$ cat config.mk
export PLATFORM = sky130hd
export DESIGN_NAME = mpg_core
export DESIGN_NICKNAME = d
export VERILOG_FILES = /design/src/inc/mpg_pkg.sv /design/src/core/mpg_core.sv
export VERILOG_INCLUDE_DIRS = /design/src /design/src/inc
export SDC_FILE = /design/constraint.sdc
export NUM_CORES = 1
export LEC_CHECK = 0
export BUFFER_PORTS_ARGS = -buffer_cell sky130_fd_sc_hd__buf_2
export CORE_MARGIN = 2
export CORE_UTILIZATION = 50
export CTS_CLUSTER_SIZE = 16
export DETAILED_ROUTE_END_ITERATION = 10
export PLACE_DENSITY = 0.63
export SLEW_MARGIN = 20
export SYNTH_ARGS = -nofsm -noshare
export SYNTH_HDL_FRONTEND = slang
export SYNTH_SLANG_ARGS = --single-unit
$ cat constraint.sdc
create_clock -name clk -period 12.9 [get_ports clk]
set_input_delay 1.935 -clock clk [delete_from_list [all_inputs] [get_ports clk]]
set_output_delay 1.935 -clock clk [all_outputs]
set_load 0.1 [all_outputs]
$ cat src/inc/mpg_defs.svh
// Register map, keys, reset values and timing constants of the motor PWM guard block
`ifndef MPG_DEFS_SVH
`define MPG_DEFS_SVH

`define MPG_ADDR_RUN      16'h7405
`define MPG_ADDR_UNLOCK   16'h7409
`define MPG_ADDR_LOADRDY  16'h740A
`define MPG_ADDR_CNT3     16'h7433
`define MPG_ADDR_CNT4     16'h7434
`define MPG_ADDR_PRD3     16'h7438
`define MPG_ADDR_PRD4     16'h7439
`define MPG_ADDR_CTRL3    16'h7440
`define MPG_ADDR_CTRL4    16'h7441
`define MPG_ADDR_DUTY3    16'h7448
`define MPG_ADDR_DUTY4    16'h744C
`define MPG_ADDR_GUARD    16'h7468

`define MPG_UNLOCK_KEY    8'h5A
`define MPG_LOAD_KEY      6'h2A
`define MPG_ZERO16        16'h0000
`define MPG_PERIOD_RST    16'hFFFF
`define MPG_ONE16         16'h0001

`define MPG_SAMPLE_LAST   2'h3
`define MPG_PRESC_EXT     3'h6
`define MPG_PHASE_ON      3'h7
`define MPG_RUN_CH3       3
`define MPG_RUN_CH4       4
`define MPG_RUN_SHARED_HI 2

`endif

$ cat src/inc/mpg_pkg.sv
// Types shared by the motor PWM guard block
package mpg_pkg;

   typedef enum logic [1:0] {
      GS_IDLE     = 2'b00,
      GS_ACTIVE   = 2'b01,
      GS_PRD_WAIT = 2'b10
   } mpg_guard_state_t;

   typedef struct packed {
      logic       guard_enable;
      logic       freeze_counter_on_guard;
      logic [1:0] phase_disable_select;
      logic       guard_active_status;
      logic       compare_release_enable;
      logic       period_release_enable;
      logic       auto_release_enable;
      logic       guard_irq_enable;
      logic       guard_event_flag;
      logic [1:0] rsv;
      logic [3:0] guard_sample_count;
   } mpg_guard_ctrl_t;

   typedef struct packed {
      logic [10:0] rsv;
      logic        pwm_enable;
      logic        center_mode;
      logic [2:0]  prescaler_select;
   } mpg_chan_ctrl_t;

   typedef struct packed {
      logic [2:0] lower;
      logic [2:0] upper;
   } mpg_phase_t;

   typedef enum logic [1:0] {
      PD_NONE   = 2'b00,
      PD_ALL    = 2'b01,
      PD_PWM    = 2'b10,
      PD_UPLOW  = 2'b11
   } mpg_phase_mode_t;

endpackage

$ cat src/core/mpg_core.sv
// Two-channel motor PWM timer with overload guard, write unlock and duty load handshake
`timescale 1ns/100ps
`include "mpg_defs.svh"

module mpg_core #(
   parameter int unsigned PRESC_W = 10
) (
   input  wire logic                  clk,
   input  wire logic                  sys_rst,
   input  wire logic [15:0]           reg_addr,
   input  wire logic [15:0]           reg_wdata,
   input  wire logic                  reg_wr,
   input  wire logic                  reg_rd,
   output      logic [15:0]           reg_rdata,
   input  wire logic                  guard_input_pin_n,
   input  wire logic                  timer_b_match,
   output      mpg_pkg::mpg_phase_t [1:0] phase_out,
   output      logic                  guard_irq
);
   import mpg_pkg::*;

   // Register state
   logic [4:0]       run_reg;
   logic [1:0]       unlock_reg;
   logic [1:0]       ready_reg;
   mpg_guard_ctrl_t  guard_reg;
   mpg_chan_ctrl_t   ctrl_reg [2];
   logic [15:0]      period_reg [2];
   logic [15:0]      duty_reg [2][3];
   logic [15:0]      duty_act_reg [2][3];
   logic [15:0]      cnt_reg [2];
   logic [1:0]       down_reg;
   logic [PRESC_W-1:0] presc_reg;

   // Guard state
   logic             pin_meta_reg;
   logic             pin_sync_reg;
   logic [1:0]       sample_div_reg;
   logic [3:0]       low_cnt_reg;
   mpg_guard_state_t gstate_reg;
   mpg_guard_state_t gstate_next;
   logic             prd_seen_reg;
   mpg_phase_t [1:0] snap_reg;

   logic             sample_tick;
   logic             overload_seen;
   logic             pin_high;
   logic             protecting;
   logic             freeze;
   logic             wr_guard;
   logic [1:0]       clear_evt;
   logic [1:0]       step;
   logic [16:0]      step_res [2];
   mpg_phase_t [1:0] raw_phase;
   logic [15:0]      rd_mux;

   function automatic logic presc_tick(input logic [2:0] sel, input logic [PRESC_W-1:0] pc);
      logic [PRESC_W-1:0] mask;
      mask = PRESC_W'((32'd1 << (2 * sel)) - 32'd1);
      if (sel >= `MPG_PRESC_EXT)
         return 1'b0;
      return (pc & mask) == '0;
   endfunction

   // Returns {down_next, count_next}
   function automatic logic [16:0] count_step(input logic [15:0] c, input logic [15:0] p,
                                              input logic center, input logic down);
      if (p == `MPG_ZERO16)
         return {1'b0, `MPG_ZERO16};
      if (!center)
         return (c == p) ? {1'b0, `MPG_ZERO16} : {1'b0, 16'(c + `MPG_ONE16)};
      if (!down)
         return (c >= p) ? {1'b1, 16'(c - `MPG_ONE16)} : {1'b0, 16'(c + `MPG_ONE16)};
      return (c == `MPG_ZERO16) ? {1'b0, `MPG_ONE16} : {1'b1, 16'(c - `MPG_ONE16)};
   endfunction

   function automatic logic two_or_more(input logic [2:0] v);
      return (v[0] & v[1]) | (v[0] & v[2]) | (v[1] & v[2]);
   endfunction

   function automatic logic wr_at(input logic [15:0] a);
      return reg_wr && (reg_addr == a);
   endfunction

   // ---------------- Overload pin capture and filter ----------------

   always_ff @(posedge clk) begin
      if (sys_rst) begin
         pin_meta_reg <= 1'b1;
         pin_sync_reg <= 1'b1;
      end else begin
         pin_meta_reg <= guard_input_pin_n;
         pin_sync_reg <= pin_meta_reg;
      end
   end

   assign sample_tick = (sample_div_reg == `MPG_SAMPLE_LAST);
   assign pin_high    = pin_sync_reg;

   always_ff @(posedge clk) begin
      if (sys_rst)
         sample_div_reg <= '0;
      else
         sample_div_reg <= 2'(sample_div_reg + 2'h1);
   end

   // Saturating run of low samples; reset by a high sample or with the guard off
   always_ff @(posedge clk) begin
      if (sys_rst || !guard_reg.guard_enable) begin
         low_cnt_reg <= '0;
      end else if (sample_tick) begin
         if (pin_sync_reg)
            low_cnt_reg <= '0;
         else if (low_cnt_reg != 4'hF)
            low_cnt_reg <= 4'(low_cnt_reg + 4'h1);
      end
   end

   // A zero sample count is taken as an overload that never goes away
   assign overload_seen = guard_reg.guard_enable &&
                          ((guard_reg.guard_sample_count == 4'h0) ||
                           (low_cnt_reg >= guard_reg.guard_sample_count));

   // ---------------- Guard state machine ----------------

   always_comb begin
      gstate_next = gstate_reg;
      unique case (gstate_reg)
         GS_IDLE: begin
            if (overload_seen)
               gstate_next = GS_ACTIVE;
         end
         GS_ACTIVE: begin
            if (guard_reg.compare_release_enable && timer_b_match)
               gstate_next = GS_IDLE;
            else if (guard_reg.auto_release_enable && pin_high && !overload_seen)
               gstate_next = GS_IDLE;
            else if (guard_reg.period_release_enable && pin_high && !overload_seen)
               gstate_next = GS_PRD_WAIT;
         end
         GS_PRD_WAIT: begin
            if (overload_seen)
               gstate_next = GS_ACTIVE;
            else if (guard_reg.compare_release_enable && timer_b_match)
               gstate_next = GS_IDLE;
            else if (clear_evt[0] && prd_seen_reg)
               gstate_next = GS_IDLE;
         end
         default: gstate_next = GS_IDLE;
      endcase
   end

   always_ff @(posedge clk) begin
      if (sys_rst || !guard_reg.guard_enable)
         gstate_reg <= GS_IDLE;
      else
         gstate_reg <= gstate_next;
   end

   // The second counter clear after the pin rises bounds a whole period
   always_ff @(posedge clk) begin
      if (sys_rst || gstate_reg != GS_PRD_WAIT)
         prd_seen_reg <= 1'b0;
      else if (clear_evt[0])
         prd_seen_reg <= 1'b1;
   end

   assign protecting = (gstate_reg != GS_IDLE);
   assign freeze     = protecting && guard_reg.freeze_counter_on_guard;

   // Phase picture taken just before the outputs are disabled
   always_ff @(posedge clk) begin
      if (sys_rst)
         snap_reg <= '0;
      else if (gstate_reg == GS_IDLE)
         snap_reg <= raw_phase;
   end

   // ---------------- Guard control register ----------------

   // Spelled out: a continuous assign would not wake on the bus signals read inside a function
   assign wr_guard = reg_wr && (reg_addr == `MPG_ADDR_GUARD);

   always_ff @(posedge clk) begin
      if (sys_rst) begin
         guard_reg <= '0;
      end else begin
         if (wr_guard) begin
            guard_reg.guard_enable            <= reg_wdata[15];
            guard_reg.freeze_counter_on_guard <= reg_wdata[14];
            guard_reg.phase_disable_select    <= reg_wdata[13:12];
            guard_reg.compare_release_enable  <= reg_wdata[10];
            guard_reg.period_release_enable   <= reg_wdata[9];
            guard_reg.auto_release_enable     <= reg_wdata[8];
            guard_reg.guard_irq_enable        <= reg_wdata[7];
            guard_reg.guard_sample_count      <= reg_wdata[3:0];
         end
         guard_reg.rsv                 <= '0;
         guard_reg.guard_active_status <= (gstate_next != GS_IDLE) &&
                                          guard_reg.guard_enable;
         // Setting beats a same-cycle clear so no overload is lost
         if (overload_seen)
            guard_reg.guard_event_flag <= 1'b1;
         else if (wr_guard && reg_wdata[6])
            guard_reg.guard_event_flag <= 1'b0;
      end
   end

   always_ff @(posedge clk) begin
      if (sys_rst)
         guard_irq <= 1'b0;
      else
         guard_irq <= guard_reg.guard_event_flag && guard_reg.guard_irq_enable;
   end

   // ---------------- Unlock, run and load-ready registers ----------------

   // A keyed write loads both enables, hence the read-OR-write habit
   always_ff @(posedge clk) begin
      if (sys_rst)
         unlock_reg <= '0;
      else if (wr_at(`MPG_ADDR_UNLOCK) && reg_wdata[15:8] == `MPG_UNLOCK_KEY)
         unlock_reg <= reg_wdata[1:0];
   end

   always_ff @(posedge clk) begin
      if (sys_rst) begin
         run_reg <= '0;
      end else if (wr_at(`MPG_ADDR_RUN)) begin
         if (unlock_reg[0])
            run_reg[`MPG_RUN_CH3] <= reg_wdata[`MPG_RUN_CH3];
         if (unlock_reg[1])
            run_reg[`MPG_RUN_CH4] <= reg_wdata[`MPG_RUN_CH4];
         if (|unlock_reg)
            run_reg[`MPG_RUN_SHARED_HI:0] <= reg_wdata[`MPG_RUN_SHARED_HI:0];
      end
   end

   always_ff @(posedge clk) begin
      if (sys_rst) begin
         ready_reg <= '0;
      end else begin
         for (int c = 0; c < 2; c++) begin
            if (wr_at(`MPG_ADDR_LOADRDY) && reg_wdata[7:2] == `MPG_LOAD_KEY)
               ready_reg[c] <= reg_wdata[c];
            else if (clear_evt[c])
               ready_reg[c] <= 1'b0;
         end
      end
   end

   // ---------------- Channel settings ----------------

   always_ff @(posedge clk) begin
      if (sys_rst) begin
         for (int c = 0; c < 2; c++)
            ctrl_reg[c] <= '0;
      end else begin
         if (wr_at(`MPG_ADDR_CTRL3) && unlock_reg[0])
            ctrl_reg[0] <= {11'h000, reg_wdata[4:0]};
         if (wr_at(`MPG_ADDR_CTRL4) && unlock_reg[1])
            ctrl_reg[1] <= {11'h000, reg_wdata[4:0]};
      end
   end

   always_ff @(posedge clk) begin
      if (sys_rst) begin
         for (int c = 0; c < 2; c++)
            period_reg[c] <= `MPG_PERIOD_RST;
      end else begin
         if (wr_at(`MPG_ADDR_PRD3))
            period_reg[0] <= reg_wdata;
         if (wr_at(`MPG_ADDR_PRD4))
            period_reg[1] <= reg_wdata;
      end
   end

   always_ff @(posedge clk) begin
      if (sys_rst) begin
         for (int c = 0; c < 2; c++)
            for (int k = 0; k < 3; k++)
               duty_reg[c][k] <= `MPG_ZERO16;
      end else begin
         for (int k = 0; k < 3; k++) begin
            if (wr_at(16'(`MPG_ADDR_DUTY3 + k)) && !ready_reg[0])
               duty_reg[0][k] <= reg_wdata;
            if (wr_at(16'(`MPG_ADDR_DUTY4 + k)) && !ready_reg[1])
               duty_reg[1][k] <= reg_wdata;
         end
      end
   end

   // Compare stage keeps old duties until a whole set is ready
   always_ff @(posedge clk) begin
      if (sys_rst) begin
         for (int c = 0; c < 2; c++)
            for (int k = 0; k < 3; k++)
               duty_act_reg[c][k] <= `MPG_ZERO16;
      end else begin
         for (int c = 0; c < 2; c++)
            if (clear_evt[c] && ready_reg[c])
               for (int k = 0; k < 3; k++)
                  duty_act_reg[c][k] <= duty_reg[c][k];
      end
   end

   // ---------------- Channel counters ----------------

   always_ff @(posedge clk) begin
      if (sys_rst)
         presc_reg <= '0;
      else
         presc_reg <= PRESC_W'(presc_reg + 1'b1);
   end

   always_comb begin
      for (int c = 0; c < 2; c++) begin
         step[c] = run_reg[`MPG_RUN_CH3 + c] && !freeze &&
                   presc_tick(ctrl_reg[c].prescaler_select, presc_reg);
         step_res[c] = count_step(cnt_reg[c], period_reg[c],
                                  ctrl_reg[c].center_mode, down_reg[c]);
         clear_evt[c] = step[c] && (step_res[c][15:0] == `MPG_ZERO16) &&
                        (cnt_reg[c] != `MPG_ZERO16);
      end
   end

   always_ff @(posedge clk) begin
      if (sys_rst) begin
         for (int c = 0; c < 2; c++)
            cnt_reg[c] <= `MPG_ZERO16;
         down_reg <= '0;
      end else begin
         for (int c = 0; c < 2; c++) begin
            if (!run_reg[`MPG_RUN_CH3 + c]) begin
               cnt_reg[c]  <= `MPG_ZERO16;
               down_reg[c] <= 1'b0;
            end else if (step[c]) begin
               cnt_reg[c]  <= step_res[c][15:0];
               down_reg[c] <= step_res[c][16];
            end
         end
      end
   end

   // ---------------- Phase generation and disabling ----------------

   always_comb begin
      for (int c = 0; c < 2; c++) begin
         for (int k = 0; k < 3; k++) begin
            raw_phase[c].upper[k] = ctrl_reg[c].pwm_enable &&
                                    (cnt_reg[c] < duty_act_reg[c][k]);
            raw_phase[c].lower[k] = ctrl_reg[c].pwm_enable &&
                                    !(cnt_reg[c] < duty_act_reg[c][k]);
         end
      end
   end

   always_ff @(posedge clk) begin
      if (sys_rst) begin
         phase_out <= '0;
      end else begin
         for (int c = 0; c < 2; c++) begin
            if (!protecting) begin
               phase_out[c] <= raw_phase[c];
            end else begin
               unique case (mpg_phase_mode_t'(guard_reg.phase_disable_select))
                  PD_NONE:  phase_out[c] <= raw_phase[c];
                  PD_ALL:   phase_out[c] <= '0;
                  PD_PWM:   phase_out[c] <= ctrl_reg[c].pwm_enable ? '0 : raw_phase[c];
                  PD_UPLOW: begin
                     if (two_or_more(snap_reg[c].upper))
                        phase_out[c] <= '{lower: 3'h0, upper: `MPG_PHASE_ON};
                     else if (two_or_more(snap_reg[c].lower))
                        phase_out[c] <= '{lower: `MPG_PHASE_ON, upper: 3'h0};
                     else
                        phase_out[c] <= '0;
                  end
               endcase
            end
         end
      end
   end

   // ---------------- Register read ----------------

   always_comb begin
      rd_mux = `MPG_ZERO16;
      unique case (reg_addr)
         `MPG_ADDR_RUN:     rd_mux = {11'h000, run_reg};
         `MPG_ADDR_UNLOCK:  rd_mux = {14'h0000, unlock_reg};
         `MPG_ADDR_LOADRDY: rd_mux = {14'h0000, ready_reg};
         `MPG_ADDR_CNT3:    rd_mux = cnt_reg[0];
         `MPG_ADDR_CNT4:    rd_mux = cnt_reg[1];
         `MPG_ADDR_PRD3:    rd_mux = period_reg[0];
         `MPG_ADDR_PRD4:    rd_mux = period_reg[1];
         `MPG_ADDR_CTRL3:   rd_mux = ctrl_reg[0];
         `MPG_ADDR_CTRL4:   rd_mux = ctrl_reg[1];
         `MPG_ADDR_GUARD:   rd_mux = guard_reg;
         default: begin
            for (int k = 0; k < 3; k++) begin
               if (reg_addr == 16'(`MPG_ADDR_DUTY3 + k))
                  rd_mux = duty_reg[0][k];
               if (reg_addr == 16'(`MPG_ADDR_DUTY4 + k))
                  rd_mux = duty_reg[1][k];
            end
         end
      endcase
   end

   // Read data stand only in the cycle after the strobe
   always_ff @(posedge clk) begin
      if (sys_rst)
         reg_rdata <= `MPG_ZERO16;
      else if (reg_rd)
         reg_rdata <= rd_mux;
      else
         reg_rdata <= `MPG_ZERO16;
   end

endmodule

Yosys cells after proc, flatten, opt, wreduce, memory -nomap -nowiden
Memories as Yosys holds them, arrays and structs flattened. Index checks and enable logic that the tools add are counted.

$add $sub $neg: 9. Order comparisons: 11. Equal/unequal tests: 28. Shift-type cells: 2. Multiplexer cells: 141. Bitwise logic cells: 45. Reduce and logical (&&, ||, !) cells: 98.

Operator list (count): 16-bit two-way mux (26); 17-bit two-way mux (16); 16-bit by 15-bit equality test with 1-bit output (second input constant) (16); 16-bit one-hot mux with 10 select lines (1); 16-bit logical NOT (6); 16-bit < comparator (6); 1-bit two-way mux (76); 1-bit logical AND (57); 6-bit two-way mux (8); 6-bit one-hot mux with 4 select lines (2); 16-bit by 1-bit adder with 16-bit output (second input constant) (2); 16-bit equality test (2); 16-bit greater-or-equal comparator (2); 16-bit nonzero test (2); 16-bit by 1-bit subtractor with 16-bit output (second input constant) (2); 1-bit bitwise OR (28); 10-bit AND (2); 10-bit logical NOT (2); 1-bit by 4-bit left shift with 10-bit output (first input constant) (2); 10-bit by 1-bit subtractor with 10-bit output (second input constant) (2); 2-bit two-way mux (7); 1-bit AND (12); 2-bit nonzero test (6); 1-bit logical NOT (11); 20 further kinds (38).

Bits in registers: 89. RAM bits: 266. Output and inout port bits: 29. Word-level logic and storage cells: 375. Memories: 5.

Memory list: duty_act_reg (depth 2, width 48, read ports 2, clocked after memory_dff 0, write ports 2, line mpg_core.sv:30) `logic [15:0] duty_act_reg [2][3];`; duty_reg (depth 2, width 48, read ports 2, clocked after memory_dff 0, write ports 2, line mpg_core.sv:29) `logic [15:0] duty_reg [2][3];`; cnt_reg (depth 2, width 16, read ports 2, clocked after memory_dff 0, write ports 2, line mpg_core.sv:31) `logic [15:0] cnt_reg [2];`; period_reg (depth 2, width 16, read ports 2, clocked after memory_dff 0, write ports 2, line mpg_core.sv:28) `logic [15:0] period_reg [2];`; ctrl_reg (depth 2, width 5, read ports 2, clocked after memory_dff 0, write ports 2, line mpg_core.sv:27) `mpg_chan_ctrl_t ctrl_reg [2];`.

Logic depth before layout (Yosys ltp)
An unclocked memory read counts as a cell.

Depth in word-level cells: 19. Depth in mapped cells: 14.

Worst setup path after synthesis
OpenSTA, ideal clock, no wires.

Path type: reg2reg. From: memory cnt_reg[0][0]. To: memory duty_act_reg[0][0] (netlist name) (enable). Setup time: 0.404 ns. Data arrival time: 4.489 ns. Data required time: 12.496 ns. Path slack: 8.007 ns. Stages on the path, launching flop included: 15. Path buffers: 3. Clock period less this slack: 4.893 ns. Path through: edfxtp_1 clkbuf_1 inv_1 ha_1 nand2b_1 a221o_1 a2111oi_4 nand2_4 and3_1 o41a_1 o31ai_4 and2_1 buf_6 buf_8 a21o_1.

RTL lines (line): start, declared (mpg_core.sv:31); end, declared (mpg_core.sv:30).

==> results.json <==
{
  "status": "complete, no violations",
  "wirelength_um": 71700,
  "final-instance-count-excl-fill": 2642,
  "p_seq_share_pct": 48.5,
  "drive_gt1_share_pct": 11.5,
  "cp_max_fo": 25,
  "fp-row-count": 73,
  "slew_violations": 0,
  "clock_power_share_pct": 47.1,
  "htree_levels": 2,
  "synthesis.nets": 2202,
  "vias": 16800,
  "yosys_warnings": 0,
  "synthAdderAreaFrac_pct": 8.38,
  "synth.area.top_cells": "edfxtp_1 (37%), dfxtp_1 (10%), ha_1 (8.3%)",
  "cts_max_path_buffers": 3,
  "tns_ps": 0,
  "drt_iter0_drc": 2045,
  "grt_pass1_vias": 16000,
  "synth_top_cell_area_share_pct": 37.4,
  "drc": 0,
  "regToRegSetupSlack_ps": 7780,
  "ctsHoldBuffers": 0,
  "power_frac_comb_pct": 4.4,
  "synth_xor_area_share_pct": 1.83,
  "io_buffers": 66,
  "drt-pass1-iter-count": 6,
  "crit_slowest_cell": "edfxtp_1",
  "cts_setup_buffers": 0,
  "path_cells": "ha_1, and3_4, a221o_1, a2111oi_4, nand2_4, and3_1, o41a_1, o31ai_4, and2_1, a21o_2, buf_16",
  "slew-limit-headroom_pct": 21.1,
  "synth-compound-area-share_pct": 16.6,
  "vdd_drop_max_mv": 0.0870,
  "dpl.cell_count": 2563,
  "synthFlopType": "edfxtp_1",
  "fillerInstances": 3539,
  "yosysSeqAreaShare_pct": 47.6,
  "yosysMostFrequentCell": "edfxtp_1",
  "overflow": 0,
  "via_per_inst": 6.36,
  "p_sw_w": 0.000620,
  "grt_pass1_wl_um": 104000,
  "root_buffer": "clkbuf_16",
  "dpl_cell_area_mm2": 0.0210,
  "power.leakage_nw": 9.36,
  "clkSinkCount": 353,
  "max_stage_delay_ps": 770,
  "syn_area_per_cell_um2": 9.89,
  "ant_nets": 0,
  "final_area_mm2": 0.0224,
  "cp_top_family": "compound AO/OA/AOI/OAI gates",
  "p_int_w": 0.00200,
  "synth_enable_flop_cells": 250,
  "power.density_mw_per_mm2": 117,
  "min_path_type": "reg -> reg",
  "synth-seq-cells": 353,
  "die_w_um": 204,
  "cp_num_buf_inv": 1,
  "wl_per_cell_um": 27.1,
  "setup_viol": 0,
  "critPathKind": "reg -> reg",
  "antenna_found_initial": 5,
  "async_reset_ff_share_pct": 0,
  "initial_utilization_pct": 50.6,
  "synth.area.mux_share_pct": 1.35,
  "clkTransAtPathRegs_ps": 60,
  "ys_top_cells_by_count": "edfxtp_1 (250), inv_1 (182), nand2_1 (175), nor2_1 (145), ha_1 (133)",
  "synth_top_family_by_area": "simple AND/OR/NAND/NOR gates",
  "power_w": 0.00262,
  "yosys.area.top_type": "edfxtp_1",
  "worst_ep_required_time_ps": 13180,
  "crit_path_start_kind": "flop",
  "skew_ps": 15.1,
  "die_y_um": 204,
  "area_delta_synth_final_pct": 11.7,
  "swShare_pct": 23.7,
  "finalNetCount": 2254,
  "rsz0062_at_grt": "false",
  "max-cap-violations": 0,
  "clkLatencyLatePin_ps": 590,
  "ios": 67,
  "fin_crit_sh_pct": 39.7,
  "synthCells": 2031,
  "grt_use_total_pct": 34.3,
  "synth-simple-area-share_pct": 18.8,
  "core_mm2": 0.0397,
  "endpoint_kind": "flop",
  "tightest_slew_ps": 1170,
  "yosysUniqueCellTypes": 87,
  "fin_crit_ps": 5120,
  "max_freq_mhz": 195,
  "dpl.hpwl_um": 51900,
  "die_area_mm2": 0.0418,
  "finalHoldViolations": 0,
  "numCtsBuffers": 42,
  "syn-cell-area_mm2": 0.0201,
  "post_cts_resize_count": 0,
  "arrival_ps": 5410,
  "cts_tree": "done",
  "grt_max_degree": 81,
  "gp_congestion": 0.960
}
## cells by family after synthesis
kind of cell,after synthesis
AO/OA/AOI/OAI,471
XOR/XNOR,42
adder cells (fa/ha/maj),135
buffers and inverters,276
flip-flops,353
multiplexers,27
AND/OR/NAND/NOR,727
## final timing paths
check	from	end	cells past startpoint
max	cnt_reg[0][3]	duty_act_reg[0][25]	11
min	pin_meta_reg	pin_high	1
min reg2reg	pin_meta_reg	pin_high	1
max reg2reg	cnt_reg[0][3]	duty_act_reg[0][25]	11
## power groups by stage
stage                     Combinational (W)  Sequential, W  Clock, W
after floorplan                   0.0000650        0.00128         0
after global placement             0.000110        0.00129         0
after detailed placement           0.000112        0.00129         0
after CTS                          0.000113        0.00127   0.00124
after global routing               0.000125        0.00127   0.00128
final                              0.000116        0.00127   0.00123
## final cells by class
class	instances	area (um2)	share of cell area, %
Tap cell	525	657	2.93
Multi-Input combinational cell	1402	9480	42.2
Clock inverter	26	244	1.09
Timing Repair Buffer	102	623	2.78
Antenna cell	1	2.50	0.0111
Inverter	182	683	3.04
Clock buffer	51	1190	5.30
Sequential cell	353	9570	42.6
## cells in the final DEF (no fill, tap or decap), drive strengths merged, types with 51 or more instances in the layout
| cell type | count |
|---|---|
| edfxtp | 250 |
| buf | 102 |
| nand2 | 176 |
| dfxtp | 103 |
| inv | 185 |
| clkbuf | 51 |
| nor2 | 145 |
| o21ai | 72 |
| ha | 133 |
| a21boi | 51 |
| and2 | 81 |
| a21oi | 111 |
## routing by layer
layer  share of wire, %  global-route usage (%)
met1                 41                    46.9
met2                 44                    52.4
met3                 10                    7.78
met4                4.2                    14.6
met5                  0                       0
## metrics by stage
step                      utilization [%]  hold slack [ps]  setup slack [ps]
final                                56.5              419              7780
after floorplan                         -              389              8010
after CTS                            56.4              425              7670
after detailed placement             52.8              408              7540
after global placement               52.8              399              7550
after global routing                 56.5              433              7500
Power figures use the tool's default switching activity.
